## src/seq_select_pkg.sv

```systemverilog
// Package for the sequence start and dynamic select block.
// Assumes a single 25 MHz clock and command strobes from a remote-control front end.
package seq_select_pkg;
  localparam int IDX_W         = 19;
  localparam int STATUS_W      = 32;
  localparam int STATE_LSB     = 19;
  localparam int STATE_MSB     = 20;
  localparam int RSVD_LSB      = 21;
  localparam int PORT_W        = 19;
  localparam int LOW_BITS_W    = 13;
  localparam int SEG_W         = 19;
  localparam logic [IDX_W-1:0] IDX_RESET = 19'h00000;
  localparam logic [SEG_W-1:0] SEG_RESET = 19'h00000;

  // Execution state codes carried in the status word
  localparam logic [1:0] EXEC_IDLE    = 2'h0;
  localparam logic [1:0] EXEC_WAIT_TRG = 2'h1;
  localparam logic [1:0] EXEC_RUN     = 2'h2;
  localparam logic [1:0] EXEC_WAIT_ADV = 2'h3;

  typedef enum logic [1:0] {
    MODE_ARB  = 2'h0,
    MODE_SEQ  = 2'h1,
    MODE_SCEN = 2'h2
  } run_mode_t;

  typedef enum logic [3:0] {
    ST_IDLE = 4'h1,
    ST_WTRG = 4'h2,
    ST_RUN  = 4'h4,
    ST_WADV = 4'h8
  } exec_state_t;
endpackage
```

## src/port_width_mask.sv

```systemverilog
// Masks the synchronised dynamic port down to its configured valid width.
// Assumes its input is already in the clk_in domain.
`timescale 1ns/1ps
module port_width_mask #(
  parameter int W     = 19,
  parameter int LOW_W = 13
) (
  input  wire logic         clk_in,
  input  wire logic         rstn_in,
  input  wire logic [W-1:0] value_in,
  input  wire logic         low_bits_only_option_in,
  output logic      [W-1:0] masked_out
);
  localparam logic [W-1:0] LOW_MASK = W'((64'h1 << LOW_W) - 64'h1);
  wire [W-1:0] mask_sel = low_bits_only_option_in ? LOW_MASK : {W{1'b1}};

  // Elaboration check: low field must fit inside the port
  if (LOW_W < 1 || LOW_W > W) begin : g_bad_low_width
    $error("LOW_W out of range");
  end

  always_ff @(posedge clk_in or negedge rstn_in) begin
    if (!rstn_in) masked_out <= '0;
    else          masked_out <= value_in & mask_sel;
  end
endmodule // port_width_mask

```

## src/seq_select_ctrl.sv

```systemverilog
// Sequence start selection, dynamic entry select and execution status word.
// Assumes sequencer progress events arrive as same-clock pulses; port pins are asynchronous.
`timescale 1ns/1ps
module seq_select_ctrl
  import seq_select_pkg::*;
#(
  parameter int PORT_WIDTH = seq_select_pkg::PORT_W,
  parameter int LOW_WIDTH  = seq_select_pkg::LOW_BITS_W
) (
  input  wire logic                               clk_in,
  input  wire logic                               rstn_in,
  input  wire seq_select_pkg::run_mode_t          run_mode_in,
  input  wire logic                               dynamic_mode_enable_cmd_in,
  input  wire logic                               port_input_disable_cmd_in,
  input  wire logic                               low_bits_only_option_in,
  input  wire logic                               start_index_select_cmd_in,
  input  wire logic [seq_select_pkg::IDX_W-1:0]   start_index_in,
  input  wire logic                               segment_select_in,
  input  wire logic [seq_select_pkg::SEG_W-1:0]   segment_in,
  input  wire logic                               dynamic_entry_select_cmd_in,
  input  wire logic [seq_select_pkg::IDX_W-1:0]   dynamic_entry_in,
  input  wire logic [PORT_WIDTH-1:0]              dyn_port_in,
  input  wire logic                               dyn_port_strobe_in,
  input  wire logic                               run_in,
  input  wire logic                               stop_in,
  input  wire logic                               trigger_in,
  input  wire logic                               wait_advance_in,
  input  wire logic                               advance_in,
  input  wire logic                               execution_status_query_in,
  output logic [seq_select_pkg::STATUS_W-1:0]     sequence_execution_status_out,
  output logic                                    status_valid_out,
  output logic [seq_select_pkg::IDX_W-1:0]        start_entry_out,
  output logic [seq_select_pkg::SEG_W-1:0]        active_segment_out,
  output logic                                    entry_switch_out
);
  import seq_select_pkg::*;

  // Elaboration check: port value is used directly as a table index
  if (PORT_WIDTH != IDX_W) begin : g_bad_port_width
    $error("PORT_WIDTH must equal table index width");
  end

  exec_state_t            state_reg, state_next;
  logic [IDX_W-1:0]       start_idx_reg;
  logic [SEG_W-1:0]       segment_reg;
  logic [IDX_W-1:0]       cur_idx_reg;
  logic [PORT_WIDTH-1:0]  port_s1_reg, port_s2_reg;
  logic [2:0]             stb_sync_reg;
  logic [PORT_WIDTH-1:0]  port_masked;
  logic [STATUS_W-1:0]    status_reg;
  logic                   switch_reg;

  // Two-flop synchroniser on the port data, three-flop on the port strobe
  always_ff @(posedge clk_in or negedge rstn_in) begin
    if (!rstn_in) begin
      port_s1_reg  <= '0;
      port_s2_reg  <= '0;
      stb_sync_reg <= '0;
    end else begin
      port_s1_reg  <= dyn_port_in;
      port_s2_reg  <= port_s1_reg;
      stb_sync_reg <= {stb_sync_reg[1:0], dyn_port_strobe_in};
    end
  end

  port_width_mask #(.W(PORT_WIDTH), .LOW_W(LOW_WIDTH)) u_mask (
    .clk_in                  (clk_in),
    .rstn_in                 (rstn_in),
    .value_in                (port_s2_reg),
    .low_bits_only_option_in (low_bits_only_option_in),
    .masked_out              (port_masked)
  );

  // Mask adds a cycle, so the strobe edge is taken after a third stage
  logic stb_d_reg;
  always_ff @(posedge clk_in or negedge rstn_in) begin
    if (!rstn_in) stb_d_reg <= 1'b0;
    else          stb_d_reg <= stb_sync_reg[2];
  end
  wire port_rise    = stb_sync_reg[2] & ~stb_d_reg;
  wire stopped      = (state_reg == ST_IDLE);
  wire dyn_on       = dynamic_mode_enable_cmd_in;
  wire static_ok    = !dyn_on && stopped;
  wire take_start   = start_index_select_cmd_in && (dyn_on || stopped);
  wire take_seg     = segment_select_in && static_ok;
  wire port_sel     = dyn_on && !port_input_disable_cmd_in && port_rise;
  wire cmd_sel      = dyn_on && dynamic_entry_select_cmd_in;
  wire dyn_sel      = cmd_sel || port_sel;
  // Command wins when both arrive together
  wire [IDX_W-1:0] dyn_idx = cmd_sel ? dynamic_entry_in : IDX_W'(port_masked);
  wire launching    = stopped && run_in;
  // Only the defined run mode codes give a valid status word
  wire status_ok    = (run_mode_in == MODE_ARB) || (run_mode_in == MODE_SEQ) ||
                      (run_mode_in == MODE_SCEN);

  always_comb begin
    state_next = state_reg;
    case (state_reg)
      ST_IDLE: if (run_in) state_next = ST_WTRG;
      ST_WTRG: if (stop_in) state_next = ST_IDLE;
               else if (trigger_in) state_next = ST_RUN;
      ST_RUN:  if (stop_in) state_next = ST_IDLE;
               else if (wait_advance_in) state_next = ST_WADV;
      ST_WADV: if (stop_in) state_next = ST_IDLE;
               else if (advance_in) state_next = ST_RUN;
      default: state_next = ST_IDLE;
    endcase
  end

  always_ff @(posedge clk_in or negedge rstn_in) begin
    if (!rstn_in) state_reg <= ST_IDLE;
    else          state_reg <= state_next;
  end

  always_ff @(posedge clk_in or negedge rstn_in) begin
    if (!rstn_in) begin
      start_idx_reg <= IDX_RESET;
      segment_reg   <= SEG_RESET;
    end else begin
      if (take_start) start_idx_reg <= start_index_in;
      if (take_seg)   segment_reg   <= segment_in;
    end
  end

  // Entry in execution: start index at launch, dynamic picks while running
  always_ff @(posedge clk_in or negedge rstn_in) begin
    if (!rstn_in) begin
      cur_idx_reg <= IDX_RESET;
      switch_reg  <= 1'b0;
    end else begin
      switch_reg <= 1'b0;
      if (launching) begin
        cur_idx_reg <= take_start ? start_index_in : start_idx_reg;
      end else if (!stopped && dyn_sel) begin
        cur_idx_reg <= dyn_idx;
        switch_reg  <= 1'b1;
      end
    end
  end

  // Status word is a free-running snapshot, the query strobe only gates validity
  wire [1:0] state_code = (state_reg == ST_WTRG) ? EXEC_WAIT_TRG :
                          (state_reg == ST_RUN)  ? EXEC_RUN :
                          (state_reg == ST_WADV) ? EXEC_WAIT_ADV : EXEC_IDLE;
  wire [STATUS_W-1:0] status_next = {{(STATUS_W-RSVD_LSB){1'b0}}, state_code, cur_idx_reg};

  always_ff @(posedge clk_in or negedge rstn_in) begin
    if (!rstn_in) begin
      status_reg       <= '0;
      status_valid_out <= 1'b0;
    end else begin
      status_reg       <= status_next;
      status_valid_out <= execution_status_query_in && status_ok;
    end
  end

  assign sequence_execution_status_out = status_reg;
  assign start_entry_out               = start_idx_reg;
  assign active_segment_out            = segment_reg;
  assign entry_switch_out              = switch_reg;
endmodule // seq_select_ctrl

```

## config.mk

```make
export PLATFORM = sky130hd
export DESIGN_NAME = seq_select_ctrl
export DESIGN_NICKNAME = d
export VERILOG_FILES = /design/src/seq_select_pkg.sv /design/src/port_width_mask.sv /design/src/seq_select_ctrl.sv
export SDC_FILE = /design/constraint.sdc
export NUM_CORES = 1
export LEC_CHECK = 0
export ABC_AREA = 1
export BUFFER_PORTS_ARGS = -buffer_cell sky130_fd_sc_hd__buf_2
export CAP_MARGIN = 20
export CORE_MARGIN = 1
export CORE_UTILIZATION = 31
export CTS_BUF_LIST = sky130_fd_sc_hd__clkbuf_8
export CTS_CLUSTER_DIAMETER = 80
export CTS_CLUSTER_SIZE = 16
export DETAILED_ROUTE_END_ITERATION = 8
export GPL_ROUTABILITY_DRIVEN = 1
export PLACE_DENSITY = 0.55
export SYNTH_ARGS = -nofsm -noshare
export SYNTH_HDL_FRONTEND = slang
export SYNTH_SLANG_ARGS = --single-unit
```

## constraint.sdc

```tcl
create_clock -name clk_in -period 4.59 [get_ports clk_in]
set_input_delay 0.918 -clock clk_in [delete_from_list [all_inputs] [get_ports clk_in]]
set_output_delay 0.918 -clock clk_in [all_outputs]
set_load 0.1 [all_outputs]
```

==> impl_results.md <==
- Post-Syn Area: 5470 um^2
- Post-layout util: between 30% and 40%
- CP startpoint kind: primary input
- Gpl congestion: slightly below 0.8
- Register Area: 3630 um^2
- GRT Overall Usage: between 10% and 20%
- Ys flop type: dfrtp_1
- Hold Startpoint: port_s2_reg[0]
- Routed Antenna Nets: 0
- # nets final: roughly 770
- VDD IR-drop max: about 0.65 mV
- Multi-input logic area: 1420 um^2
- TritonCTS Buffers: 17
- DR WL/cell: about 13 um
- Rel. slew slack: 51.5%
- CTS sink count: between 100 and 150
- Average cell area after synthesis: 10.4 um^2
- RSZ-0062 raised after global routing: false
- Final hold violations: 0
- Die H: approximately 130 um
- Largest stage delay, worst path: about 0.44 ns
- Final Max Slew Viols: 0
- Routed WL: around 12 mm
- Vias: 3981
- Boundary pin count: about 170
- Iteration-0 DRC Markers: 225
- Placement row count: between 40 and 50
- Vias per cell: 4.35
- Worst-Skew Late Latency: between 0.4 and 0.5 ns
- GR Overflow Total: 0
- Chip Width: about 130 um
- Slew @ Worst Pin: about 0.73 ns
- Final setup fails: 0
- Cts repair resizes: 0
- Most common cell in the synthesized netlist: dfrtp_1
- Largest net degree at the start of global routing: 84
- Final Hold Slack: 0.345 ns
- Max reg flops: 21
- Critical path arrival: 2.77 ns
- Yosys top cell by area: dfrtp_1
- Area contributors post-synth: dfrtp_1, nand2_1, nand3_1, inv_1, buf_4
- Sum of negative setup slack: 0 ns
- Syn-to-layout area delta: 23.2%
- Post-Syn Instances: 524
- Worst hold path type: reg2reg
- H-Tree Depth: 4
- Tcrit/Tclk final: between 50% and 60%
- Cell Chain, Critical Path: buf_2, nand2_1, nand2_1, nand2_2, o21ai_0, nand2_1, nand2_1
- DP HPWL: 9.08 mm
- Post-synthesis sequential area ratio: roughly 66%
- Number of flops mapped to enable cells by yosys: 0
- Placed Cells: between 800 and 900
- Min Clock Period, post-route: around 2.4 ns
- Slowest-stage cell, CP: nand2_1
- Antenna violations before repair: 2
- Postcts setup bufs: 0
- Setup crit end kind: register
- Max-cap violations: 0
- Most Frequent Cell on Critical Path: nand2_1
- Crit path max fanout: 35
- DR pass1 iterations: 4
- Clock-pin slew on the worst setup and hold paths: 0.08 ns
- DRC: 0
- Fmax: ~0.42 GHz
- Final Skew: 0.00801 ns
- Critical path class: in2reg
- Root Buffer: clkbuf_8
- Leak: roughly 3.6 nW
- Worst EP required: just under 5 ns
- Crit path from: dynamic_mode_enable_cmd_in
- Reg2reg start: state_reg[0]
- CTS tree: done
- Total core area: 17300 um^2
- Post-CTS Hold Buffers: 0
- Distinct cells, synth: 30
- Die area: between 15000 and 20000 um^2
- Area share of the largest cell type after synthesis: 65.8%
- FF+latch count, synth: about 150
- First-pass GRT wire length: 19.8 mm
- Fin cells: approximately 920
- Share of flip-flops with an asynchronous set or reset: between 90% and 100%
- Pwr/cell area: between 800 and 900 nW/um^2
- Vias in the first global route: ~3900
- IO buf count: roughly 150
- Starting Density: a little under a third
- Syn. warnings: 0
- Synth top cells by count: dfrtp_1, nand2_1, nand3_1
- Ratio of cells with drive above 1 in the final layout: between 30 and 40%
- Number of filler instances in the final layout: 1727
- Outcome: completed
- Clock Tree Buf Depth: 2
-- through the flow --
stage	worst slack [ns]	power (mW)	cell area, um^2
after global placement	1.93	4.43	6330
after detailed placement	1.76	4.46	6330
after floorplan	2.77	4.03	5510
after CTS	2.24	5.49	6740
after global routing	2.03	5.71	6740
final	2.20	5.44	6740
-- cell usage in the layout (no fill, tap or decap), types with 2 or more instances in the layout --
master / Yosys / routed
nand2_4: 3 / 3
diode_2: 0 / 3
dfrtp_1: 144 / 144
clkbuf_8: 0 / 17
clkinvlp_4: 0 / 3
inv_2: 3 / 3
o21ai_0: 20 / 20
clkinv_4: 0 / 2
nand4_1: 2 / 2
nor2_1: 11 / 11
buf_4: 17 / 2
o21ai_2: 7 / 7
nand3_2: 7 / 7
buf_2: 8 / 152
nor2_4: 2 / 2
inv_1: 53 / 53
and2_1: 4 / 4
nand3_1: 77 / 77
nand3b_1: 5 / 5
conb_1: 1 / 11
inv_6: 0 / 6
o21ai_1: 7 / 7
nand2_1: 137 / 137
bufinv_16: 0 / 2
-- final cells by class --
cell class / instances / area share [%]
sequential: 145 / 53.8
multi-input combinational: 299 / 21.1
timing repair buffer: 155 / 11.7
tap: 225 / 4.17
clock buffer: 17 / 3.47
inverter: 56 / 3.12
clock inverter: 15 / 2.58
antenna: 3 / 0.111
-- worst paths after layout --
path / to / slack (ns) / cells after the start
max: cur_idx_reg[2] / 2.20 / 7
min: u_mask.masked_out[0] / 0.35 / 0
max reg2reg: cur_idx_reg[2] / 2.53 / 8
min reg2reg: u_mask.masked_out[0] / 0.35 / 0
max in group asynchronous: port_s2_reg[12] / 3.11 / 2
min in group asynchronous: start_entry_out[4] / 0.50 / 1
-- kinds of logic (layout without fill, tap and decap cells) --
| logic type | after synthesis | after routing | share of synthesized area (%) |
|---|---|---|---|
| AOI/OAI and AO/OA | 38 | 38 | 4.09 |
| and+or+nand+nor | 250 | 250 | 21.1 |
| DFF | 145 | 145 | 66.3 |
| other | 1 | 14 | 0.0685 |
| buffers and inverters | 90 | 243 | 8.41 |
-- worst max-delay path: cells and delay by family --
family / cells / cell delay, ns
buffers and inverters: 1 / 0.31
AO/OA/AOI/OAI: 1 / 0.34
AND/OR/NAND/NOR: 5 / 1.18
-- report_power, final --
group	internal (mW)	total (mW)	leakage [nW]	switching, mW
sequential	1.63	1.80	1.74	0.171
combinational	0.386	2.63	1.68	2.24
clock	0.497	1.01	0.197	0.518
total	2.51	5.44	3.62	2.93
-- metal layers --
layer	vias to the layer above	GRT usage, %	share of wire (%)
li1	1933	-	-
met1	1864	18.8	45
met2	163	21.7	45
met3	21	4.99	8.4
met4	0	6.12	2.0
met5	-	0	0
Power figures use the tool's default switching activity.
